`config.mk`:
```
export PLATFORM = sky130hd
export DESIGN_NAME = gpcko_bank
export DESIGN_NICKNAME = d
export VERILOG_FILES = /design/src/rtl/gpcko_pkg.sv /design/src/rtl/gpcko_bank.sv /design/src/rtl/gpcko_clk_gate.sv
export SDC_FILE = /design/constraint.sdc
export NUM_CORES = 1
export LEC_CHECK = 0
export ABC_AREA = 1
export BUFFER_PORTS_ARGS = -buffer_cell sky130_fd_sc_hd__buf_2
export CAP_MARGIN = 30
export CORE_MARGIN = 2
export CORE_UTILIZATION = 48
export DETAILED_ROUTE_END_ITERATION = 8
export PLACE_DENSITY = 0.86
export SLEW_MARGIN = 20
export SYNTH_ARGS = -nofsm -noshare
export SYNTH_HDL_FRONTEND = slang
export SYNTH_HIERARCHICAL = 1
export SYNTH_SLANG_ARGS = --single-unit
```
`constraint.sdc`:
```
create_clock -name hclk -period 1.84 [get_ports hclk]
set_clock_uncertainty 0.15 [all_clocks]
set_input_delay 0.276 -clock hclk [delete_from_list [all_inputs] [get_ports hclk]]
set_output_delay 0.276 -clock hclk [all_outputs]
set_load 0.01 [all_outputs]
```
`src/rtl/gpcko_pkg.sv`:
```
/*
 * Shared constants and types for the general-purpose pin and clock output control bank.
 * Assumes a 16-bit management register model carried over a 32-bit AHB-Lite slave.
 */
package gpcko_pkg;

	// ----------------------------------------------------------------
	// Register indices, byte address is four times the index
	// ----------------------------------------------------------------
	localparam logic [4:0] GPCKO_IDX_AUX = 5'h0d;
	localparam logic [4:0] GPCKO_IDX_HOLD = 5'h0e;
	localparam logic [4:0] GPCKO_IDX_ALERT = 5'h13;
	localparam logic [4:0] GPCKO_IDX_LINE = 5'h17;
	localparam logic [4:0] GPCKO_IDX_PAGE = 5'h1f;
	localparam int GPCKO_IDX_LSB = 2;
	localparam int GPCKO_IDX_MSB = 6;

	// ----------------------------------------------------------------
	// Page select values
	// ----------------------------------------------------------------
	localparam logic [15:0] GPCKO_PAGE_GENERAL = 16'h0010;
	localparam logic [15:0] GPCKO_PAGE_MAIN = 16'h0000;
	localparam logic [15:0] GPCKO_PAGE_RST = 16'h0000;

	// ----------------------------------------------------------------
	// Field positions
	// ----------------------------------------------------------------
	localparam int GPCKO_AUX_EN_BIT = 15;
	localparam int GPCKO_AUX_FREQ_LSB = 13;
	localparam int GPCKO_HOLD_DIR_N_BIT = 13;
	localparam int GPCKO_HOLD_DATA_BIT = 12;
	localparam int GPCKO_HOLD_IN_BIT = 11;
	localparam int GPCKO_LED_TRI_BIT = 9;
	localparam int GPCKO_ALERT_LSB = 0;
	localparam int GPCKO_LINE_EN_BIT = 15;
	localparam int GPCKO_LINE_FREQ_LSB = 8;
	localparam int GPCKO_LINE_SQ_LSB = 4;
	localparam int GPCKO_LINE_SRC_LSB = 0;

	// ----------------------------------------------------------------
	// Reset values
	// ----------------------------------------------------------------
	localparam logic GPCKO_AUX_EN_RST = 1'b0;
	localparam logic [1:0] GPCKO_AUX_FREQ_RST = 2'h0;
	localparam logic GPCKO_HOLD_DIR_N_RST = 1'b1;
	localparam logic GPCKO_HOLD_DATA_RST = 1'b0;
	localparam logic GPCKO_LED_TRI_RST = 1'b1;
	localparam logic [3:0] GPCKO_ALERT_RST = 4'h0;
	localparam logic GPCKO_LINE_EN_RST = 1'b0;
	localparam logic [2:0] GPCKO_LINE_FREQ_RST = 3'h0;
	localparam logic [2:0] GPCKO_LINE_SRC_RST = 3'h0;

	// ----------------------------------------------------------------
	// Encodings
	// ----------------------------------------------------------------
	localparam logic [1:0] GPCKO_AUX_FREQ_RSVD = 2'h3;
	localparam logic [3:0] GPCKO_ALERT_ENABLED = 4'h0;
	localparam logic [2:0] GPCKO_LINE_FREQ_MAX = 3'h2;
	localparam logic [2:0] GPCKO_LINE_SRC_COPPER = 3'h1;
	localparam int GPCKO_LED_COUNT = 2;
	localparam int GPCKO_CLK_PERIOD_NS = 5;
	localparam logic [1:0] GPCKO_HTRANS_NONSEQ = 2'h2;
	localparam logic [1:0] GPCKO_HTRANS_SEQ = 2'h3;
	localparam logic GPCKO_HRESP_OKAY = 1'b0;

	typedef enum logic [1:0] {
		GPCKO_SQ_AUTO = 2'b00,
		GPCKO_SQ_AUTO_PLUS = 2'b01,
		GPCKO_SQ_LINK_ONLY = 2'b10,
		GPCKO_SQ_NONE = 2'b11
	} gpcko_squelch_type;

	typedef enum logic [1:0] {
		GPCKO_SPEED_10 = 2'b00,
		GPCKO_SPEED_100 = 2'b01,
		GPCKO_SPEED_1000 = 2'b10,
		GPCKO_SPEED_NONE = 2'b11
	} gpcko_speed_type;

	typedef struct packed {
		logic aux_en;
		logic [1:0] aux_freq;
		logic hold_dir_n;
		logic hold_data;
		logic led_tri;
		logic [3:0] alert_sel;
		logic line_en;
		logic [2:0] line_freq;
		gpcko_squelch_type line_sq;
		logic [2:0] line_src;
	} gpcko_cfg_type;

	typedef struct packed {
		logic link_up;
		logic link_stable;
		gpcko_speed_type speed;
		logic gig_master;
		logic eee_mode;
		logic lpi_rx;
	} gpcko_link_type;

endpackage

```
`src/rtl/gpcko_bank.sv`:
```
/*
 * General-purpose pin and clock output control bank with an AHB-Lite register slave.
 * Assumes one slave on the bus, word transfers, and pin levels synchronous to hclk.
 */
// Local design decision: register access over AHB-Lite.

// What this block does
// - Auxiliary clock enable bit 15 gates the auxiliary clock pin; resets off.
// - Auxiliary frequency 14:13 picks 25, 50 or 125 MHz; 11 reserved.
// - Active-low direction bit 13 makes hold pin input at 1, output at 0.
// - Hold pin as output drives data bit 12, reset 0.
// - Read-only bit 11 returns the sampled hold pin level.
// - LED tri-state bit 9 releases LEDs instead of driving high; resets set.
// - Alert field 3:0 enables alert pin at 0000, disables at 1111.
// - Line clock enable bit 15 turns the line-derived clock on; resets off.
// - Line frequency 10:8 picks 25, 125 or 31.25 MHz; others reserved.
// - Squelch 00 holds clock low when down, unstable, unsupported mode or EEE.
// - Squelch 01 as 00 but runs for gig master, 10M and LPI receive.
// - Squelch 10 holds the clock low only while link is down.
// - Squelch 11 never holds the clock, even with link down.
// - High clock-mute pin squelches line clocks regardless of settings.
// - Source 2:0 selects copper recovered clock at 001; others reserved.
// - Writable bank bits survive software reset; only hardware reset clears them.
module gpcko_bank
	import gpcko_pkg::*;
(
	input wire logic hclk,
	input wire logic hresetn,
	input wire logic hsel,
	input wire logic [31:0] haddr,
	input wire logic [1:0] htrans,
	input wire logic hwrite,
	input wire logic [2:0] hsize,
	input wire logic [31:0] hwdata,
	input wire logic hready,
	output logic hreadyout,
	output logic hresp,
	output logic [31:0] hrdata,
	input wire logic soft_reset,
	input wire logic [2:0] aux_clock_src,
	output logic aux_clock_output,
	input wire logic low_power_hold_pin_in,
	output logic low_power_hold_pin_out,
	output logic low_power_hold_pin_oe,
	input wire logic [GPCKO_LED_COUNT-1:0] led_level,
	output logic [GPCKO_LED_COUNT-1:0] led_out,
	output logic [GPCKO_LED_COUNT-1:0] led_oe,
	input wire logic link_loss_event,
	output logic link_loss_alert_pin,
	input wire logic [2:0] line_clock_src,
	input wire gpcko_link_type link_status,
	input wire logic clock_mute_pin,
	output logic line_derived_clock_output
);

	// ----------------------------------------------------------------
	// Functions
	// ----------------------------------------------------------------
	// Register read image; reserved positions stay zero
	function automatic logic [15:0] reg_image(input logic [4:0] idx, input gpcko_cfg_type c,
		input logic pin_lvl, input logic [15:0] page);
		logic [15:0] v;
		v = 16'h0000;
		case (idx)
			GPCKO_IDX_AUX: begin
				v[GPCKO_AUX_EN_BIT] = c.aux_en;
				v[GPCKO_AUX_FREQ_LSB+:2] = c.aux_freq;
			end
			GPCKO_IDX_HOLD: begin
				v[GPCKO_HOLD_DIR_N_BIT] = c.hold_dir_n;
				v[GPCKO_HOLD_DATA_BIT] = c.hold_data;
				v[GPCKO_HOLD_IN_BIT] = pin_lvl;
				v[GPCKO_LED_TRI_BIT] = c.led_tri;
			end
			GPCKO_IDX_ALERT: begin
				v[GPCKO_ALERT_LSB+:4] = c.alert_sel;
			end
			GPCKO_IDX_LINE: begin
				v[GPCKO_LINE_EN_BIT] = c.line_en;
				v[GPCKO_LINE_FREQ_LSB+:3] = c.line_freq;
				v[GPCKO_LINE_SQ_LSB+:2] = c.line_sq;
				v[GPCKO_LINE_SRC_LSB+:3] = c.line_src;
			end
			GPCKO_IDX_PAGE: begin
				v = page;
			end
			default: begin
				v = 16'h0000;
			end
		endcase
		return v;
	endfunction

	// Apply a write; only documented writable fields are stored
	function automatic gpcko_cfg_type reg_store(input logic [4:0] idx, input gpcko_cfg_type c,
		input logic [15:0] d);
		gpcko_cfg_type n;
		n = c;
		case (idx)
			GPCKO_IDX_AUX: begin
				n.aux_en = d[GPCKO_AUX_EN_BIT];
				n.aux_freq = d[GPCKO_AUX_FREQ_LSB+:2];
			end
			GPCKO_IDX_HOLD: begin
				n.hold_dir_n = d[GPCKO_HOLD_DIR_N_BIT];
				n.hold_data = d[GPCKO_HOLD_DATA_BIT];
				n.led_tri = d[GPCKO_LED_TRI_BIT];
			end
			GPCKO_IDX_ALERT: begin
				n.alert_sel = d[GPCKO_ALERT_LSB+:4];
			end
			GPCKO_IDX_LINE: begin
				n.line_en = d[GPCKO_LINE_EN_BIT];
				n.line_freq = d[GPCKO_LINE_FREQ_LSB+:3];
				n.line_sq = gpcko_squelch_type'(d[GPCKO_LINE_SQ_LSB+:2]);
				n.line_src = d[GPCKO_LINE_SRC_LSB+:3];
			end
			default: begin
				n = c;
			end
		endcase
		return n;
	endfunction

	// ----------------------------------------------------------------
	// Bus decode
	// ----------------------------------------------------------------
	wire logic bus_take = hsel && hready && (htrans == GPCKO_HTRANS_NONSEQ || htrans == GPCKO_HTRANS_SEQ);
	wire logic [4:0] addr_idx = haddr[GPCKO_IDX_MSB:GPCKO_IDX_LSB];

	logic wr_pend_r;
	logic [4:0] wr_idx_r;
	logic [15:0] page_r;
	logic [15:0] page_nxt;
	gpcko_cfg_type cfg_r;
	gpcko_cfg_type cfg_nxt;
	logic pin_lvl_r;
	logic [31:0] rdata_nxt;

	// Bank fields are visible only while the general page is mapped
	wire logic page_general = (page_r == GPCKO_PAGE_GENERAL);
	wire logic wr_page = wr_pend_r && (wr_idx_r == GPCKO_IDX_PAGE);
	wire logic wr_bank = wr_pend_r && page_general && (wr_idx_r != GPCKO_IDX_PAGE);
	wire logic rd_visible = page_general || (addr_idx == GPCKO_IDX_PAGE);

	// ----------------------------------------------------------------
	// Next-state selection
	// ----------------------------------------------------------------
	// Soft reset returns to the main page, but a page write in the same cycle wins; the bank stays untouched
	always_comb begin
		page_nxt = page_r;
		if (soft_reset) begin
			page_nxt = GPCKO_PAGE_MAIN;
		end
		if (wr_page) begin
			page_nxt = hwdata[15:0];
		end
	end

	always_comb begin
		cfg_nxt = cfg_r;
		if (wr_bank) begin
			cfg_nxt = reg_store(wr_idx_r, cfg_r, hwdata[15:0]);
		end
	end

	// Read data is captured at the address phase so it stands in a zero-wait data phase
	always_comb begin
		rdata_nxt = hrdata;
		if (bus_take && !hwrite) begin
			rdata_nxt = 32'h00000000;
			if (rd_visible) begin
				rdata_nxt[15:0] = reg_image(addr_idx, cfg_r, pin_lvl_r, page_r);
			end
		end
	end

	// ----------------------------------------------------------------
	// Bus and register state
	// ----------------------------------------------------------------
	always_ff @(posedge hclk or negedge hresetn) begin
		if (!hresetn) begin
			wr_pend_r <= 1'b0;
			wr_idx_r <= 5'h00;
		end else begin
			wr_pend_r <= bus_take && hwrite;
			wr_idx_r <= addr_idx;
		end
	end

	always_ff @(posedge hclk or negedge hresetn) begin
		if (!hresetn) begin
			hrdata <= 32'h00000000;
			page_r <= GPCKO_PAGE_RST;
		end else begin
			hrdata <= rdata_nxt;
			page_r <= page_nxt;
		end
	end

	// Only hardware reset reaches the configuration fields
	always_ff @(posedge hclk or negedge hresetn) begin
		if (!hresetn) begin
			cfg_r.aux_en <= GPCKO_AUX_EN_RST;
			cfg_r.aux_freq <= GPCKO_AUX_FREQ_RST;
			cfg_r.hold_dir_n <= GPCKO_HOLD_DIR_N_RST;
			cfg_r.hold_data <= GPCKO_HOLD_DATA_RST;
			cfg_r.led_tri <= GPCKO_LED_TRI_RST;
			cfg_r.alert_sel <= GPCKO_ALERT_RST;
			cfg_r.line_en <= GPCKO_LINE_EN_RST;
			cfg_r.line_freq <= GPCKO_LINE_FREQ_RST;
			cfg_r.line_sq <= GPCKO_SQ_AUTO;
			cfg_r.line_src <= GPCKO_LINE_SRC_RST;
		end else begin
			cfg_r <= cfg_nxt;
		end
	end

	// Single stage is enough: the pin level is taken as synchronous
	always_ff @(posedge hclk or negedge hresetn) begin
		if (!hresetn) begin
			pin_lvl_r <= 1'b0;
		end else begin
			pin_lvl_r <= low_power_hold_pin_in;
		end
	end

	assign hreadyout = 1'b1;
	assign hresp = GPCKO_HRESP_OKAY;

	// ----------------------------------------------------------------
	// Hold pin, LEDs and alert pin
	// ----------------------------------------------------------------
	wire logic hold_oe_nxt = !cfg_r.hold_dir_n;
	wire logic hold_out_nxt = cfg_r.hold_data;
	// Tri-state mode lets an external pull-up set the high level
	wire logic [GPCKO_LED_COUNT-1:0] led_oe_nxt = cfg_r.led_tri ? ~led_level : {GPCKO_LED_COUNT{1'b1}};
	// Reserved alert codes are treated as disabled
	wire logic alert_on = (cfg_r.alert_sel == GPCKO_ALERT_ENABLED);
	wire logic alert_nxt = alert_on && link_loss_event;

	always_ff @(posedge hclk or negedge hresetn) begin
		if (!hresetn) begin
			low_power_hold_pin_oe <= 1'b0;
			low_power_hold_pin_out <= 1'b0;
			led_oe <= '0;
			led_out <= '0;
			link_loss_alert_pin <= 1'b0;
		end else begin
			low_power_hold_pin_oe <= hold_oe_nxt;
			low_power_hold_pin_out <= hold_out_nxt;
			led_oe <= led_oe_nxt;
			led_out <= led_level;
			link_loss_alert_pin <= alert_nxt;
		end
	end

	// ----------------------------------------------------------------
	// Line clock squelch
	// ----------------------------------------------------------------
	wire logic lk_down = !link_status.link_up;
	wire logic lk_unstable = !link_status.link_stable;
	wire logic lk_gig = (link_status.speed == GPCKO_SPEED_1000);
	wire logic lk_no_recovery = (lk_gig && link_status.gig_master) || (link_status.speed == GPCKO_SPEED_10);
	wire logic lk_eee = link_status.eee_mode &&
		((link_status.speed == GPCKO_SPEED_100) || (lk_gig && !link_status.gig_master));
	logic sq_policy;

	always_comb begin
		case (cfg_r.line_sq)
			GPCKO_SQ_AUTO: begin
				sq_policy = lk_down || lk_unstable || lk_no_recovery || lk_eee;
			end
			GPCKO_SQ_AUTO_PLUS: begin
				sq_policy = lk_down || lk_unstable || (lk_eee && !link_status.lpi_rx);
			end
			GPCKO_SQ_LINK_ONLY: begin
				sq_policy = lk_down;
			end
			GPCKO_SQ_NONE: begin
				sq_policy = 1'b0;
			end
			default: begin
				sq_policy = 1'b1;
			end
		endcase
	end

	// The mute pin wins over every register setting
	wire logic line_squelch = clock_mute_pin || sq_policy;
	// Only the copper recovered source is wired; reserved sources stay low
	wire logic line_src_ok = (cfg_r.line_src == GPCKO_LINE_SRC_COPPER);
	wire logic line_freq_ok = line_src_ok && (cfg_r.line_freq <= GPCKO_LINE_FREQ_MAX);

	// ----------------------------------------------------------------
	// Clock output gates
	// ----------------------------------------------------------------
	gpcko_clk_gate u_aux_gate (
		.hclk(hclk),
		.hresetn(hresetn),
		.enable(cfg_r.aux_en),
		.squelch(1'b0),
		.sel_valid(cfg_r.aux_freq != GPCKO_AUX_FREQ_RSVD),
		.sel(cfg_r.aux_freq),
		.src(aux_clock_src),
		.clk_out(aux_clock_output)
	);

	gpcko_clk_gate u_line_gate (
		.hclk(hclk),
		.hresetn(hresetn),
		.enable(cfg_r.line_en),
		.squelch(line_squelch),
		.sel_valid(line_freq_ok),
		.sel(cfg_r.line_freq[1:0]),
		.src(line_clock_src),
		.clk_out(line_derived_clock_output)
	);

endmodule

```
`src/rtl/gpcko_clk_gate.sv`:
```
/*
 * Registered selector and gate for one clock output pin.
 * Assumes candidate clock levels arrive synchronous to hclk from the clock generators.
 */
module gpcko_clk_gate
	import gpcko_pkg::*;
(
	input wire logic hclk,
	input wire logic hresetn,
	input wire logic enable,
	input wire logic squelch,
	input wire logic sel_valid,
	input wire logic [1:0] sel,
	input wire logic [2:0] src,
	output logic clk_out
);

	// ----------------------------------------------------------------
	// Selection
	// ----------------------------------------------------------------
	// Reserved selections give a steady low rather than an arbitrary rate
	wire logic pick_ok = sel_valid && (sel != 2'h3);
	wire logic picked = pick_ok ? src[sel] : 1'b0;
	wire logic clk_nxt = enable && !squelch && picked;

	always_ff @(posedge hclk or negedge hresetn) begin
		if (!hresetn) begin
			clk_out <= 1'b0;
		end else begin
			clk_out <= clk_nxt;
		end
	end

endmodule

```
==> impl_results.md <==
* Fmax at 0.574 GHz
* Worst setup margin at around 100 ps
* Sequential share of power at 51.5%
* Critical path's slowest cell: dlygate4sd3_1
* Vias at 2872
* Vias in the first global route at 2698
* Die Y at 85.5 um
* Post-route clock period utilization at between 90% and 100%
* CTS tree: yes
* Die W at around 85 um
* WHS at between 20 and 25 ps
* Initial antenna violation count at 0
* First-pass GRT wire length at around 12000 um
* Slew Viols, Final at 0
* Final WL at 7510 um
* Detailed Place HPWL at 5540 um
* Gr ovfl total at 0
* Crit end category: flop
* Initial Util at 49.9%
* Row count at 29
* Mapped Area at 0.00319 mm^2
* Logic gate share of total power at between 7 and 8%
* CORE AREA at 0.00639 mm^2
* Nets at between 500 and 600
* Drt first pass iters at 5
* Placer Congestion at 0.941
* Fillers at around 560
* Worst-Skew Late Latency at 340 ps
* Average wire per standard cell at 13.6 um
* Count of final setup violators at 0
* Cells along the critical path: dlygate4sd3_1 > buf_2 > nand2_1 > nor2_4 > nand2_2 > inv_4 > nand2_1 > nand3_1 > nand3_1 > nand2_1
* WP data arrival at ~1900 ps
* Total setup buffers inserted after CTS at 0
* # IOs at 136
* FF+latch area at 0.00168 mm^2
* Routed Antenna Nets at 0
* Register area share after synthesis at 52.7%
* Bufs on Longest Clock Path at 2
* Syn Inst Count at 380
* Most frequent cells in the layout: nand2_1, buf_2, dfrtp_1, inv_1, nand3_1
* Status: completed
* Slowest stage delay, CP at 530 ps
* Root buffer cell: clkbuf_8
* Antenna Cells at 0
* Crit Path Max Fanout at 7
* Final cell count without fillers at 552
* I/O Buffers at 70
* Internal power at 2.23 mW
* Worst hold path class: input pin to flop
* CP Launch Type: input pin
* Sw power at 0.671 mW
* Avg Cell Area, Syn at 8.39 um^2
* Flop2flop setup slack at 180 ps
* # H-tree levels at 3
* Total power at slightly below 3 mW
* Die ar. at 0.00731 mm^2
* Maximum VDD drop at roughly 0.4 mV
* Vias/cell at about 5.2
* Min cycle time layout at 1740 ps
* Fin Setup TNS at 0 ps
* Leakage power total at 2.20 nW
* Area grow syn2layout at 22.6%
* FF+latch count, synth at 67
* CTS Sinks at 67
* CP Data Required Time at 1970 ps
* Layout cells sized above 1 at 23.4%
* Clk slew on worst S/H paths at 70 ps
* Number of DRC markers in iteration 0 at about 240
* GR Util All Layers at around 22%
* Clock network fraction of design power at 40.9%
* Largest net degree at the start of global routing at 33
* Ys Warns at 6
* Num CTS Buffers at 9
* Placed Cells at 525
* Max-cap violations at 0
* Setup slack at placement at 160 ps
* Most common cell after layout, fill and taps aside: nand2_1
* Most used cell along the critical path: nand2_1
* Switching Fraction at 23.1%
* RSZ-0062 raised after global routing: no
* Hold Violations, Final at 0
* Multi-input gate area at 0.00120 mm^2
* Remaining DRCs at 0
* Yosys cell types at 26
* Type of the worst setup path: input pin to flop
* PD cells at 743 mW/mm^2
-- flip-flops by register name, indices dropped and copies added, names as in the netlist, 2 cells and up --
name,flops
led_oe,2
page_r,16
hrdata,16
led_out,2
cfg_r,18
wr_idx_r,5
-- critical path: cells and delay by family --
kind / cells / cell delay (ps)
buffers and inverters: 3 / 820
and+or+nand+nor: 7 / 760
-- cell type report --
cell class	count	share of cell area, %
Inverter	58	5.64
Timing Repair Buffer	87	13.3
Tap cell	77	2.47
Clock inverter	2	0.897
Clock buffer	14	3.91
Sequential cell	67	43.0
Multi-Input combinational cell	247	30.8
-- per-stage QoR --
stage	area, um^2	util, %
after global placement	3580	56.1
after floorplan	3250	-
after CTS	3870	60.6
after detailed placement	3580	56.1
after global routing	3910	61.2
final	3910	61.2
-- timing repair --
item,in CTS,in global routing
endpoints found under the hold margin,26,0
hold buffers,10,0
resized for setup,0,8
setup endpoints to repair,0,24
-- final timing paths --
path,start,end,cells after the start
max in group asynchronous,hresetn,hrdata[5],3
min reg2reg,hold_out_nxt,low_power_hold_pin_out,0
max reg2reg,page_r[15],cfg_r[4],8
min,link_loss_event,link_loss_alert_pin,3
max,haddr[2],hrdata[0],10
min in group asynchronous,hresetn,cfg_r[18],2
-- per-layer routing --
metal | up-vias | track usage, % | wire [um]
met5 | - | 0 | 0
met4 | 0 | 13.9 | 348
met3 | 33 | 4.28 | 550
met2 | 140 | 35.2 | 3580
met1 | 1326 | 27.4 | 3020
li1 | 1373 | - | -
-- logic make-up after synthesis --
family	Yosys count	synth area share, %
AOI/OAI and AO/OA	45	8.95
buffers and inverters	84	12.6
DFF	67	52.7
other	2	0.236
and+or+nand+nor	182	25.6
-- power by group through the flow --
stage                     registers (mW)  logic, mW  clock network [mW]
final                               1.49      0.221                1.19
after global routing                1.49      0.249                1.27
after CTS                           1.49      0.216                1.21
after detailed placement            1.52      0.199                   0
after global placement              1.52      0.194                   0
after floorplan                     1.52      0.111                   0
-- synthesized netlist by cell type --
master     instances  area share (%)
a2111oi_0          1            0.27
a21oi_1            1            0.16
buf_2              2            0.31
buf_4             20             4.7
buf_6              1            0.35
clkbuf_1           3            0.35
clkinv_1           1            0.12
conb_1             2            0.24
dfrtp_1           65              51
dfstp_2            2             1.6
inv_1             56             6.6
inv_2              1            0.12
nand2_1           95              11
nand2_2            4            0.79
nand2_4            1            0.35
nand3_1           33             5.2
nand4_1           21             4.1
nor2_1            25             2.9
nor2_8             1            0.63
nor3_1             1            0.16
nor4_1             1            0.20
o21ai_0           16             2.5
o21ai_1            1            0.16
o21ai_2            9             2.5
o21bai_1           1            0.24
o22ai_1           16             3.1
Power figures use the tool's default switching activity.
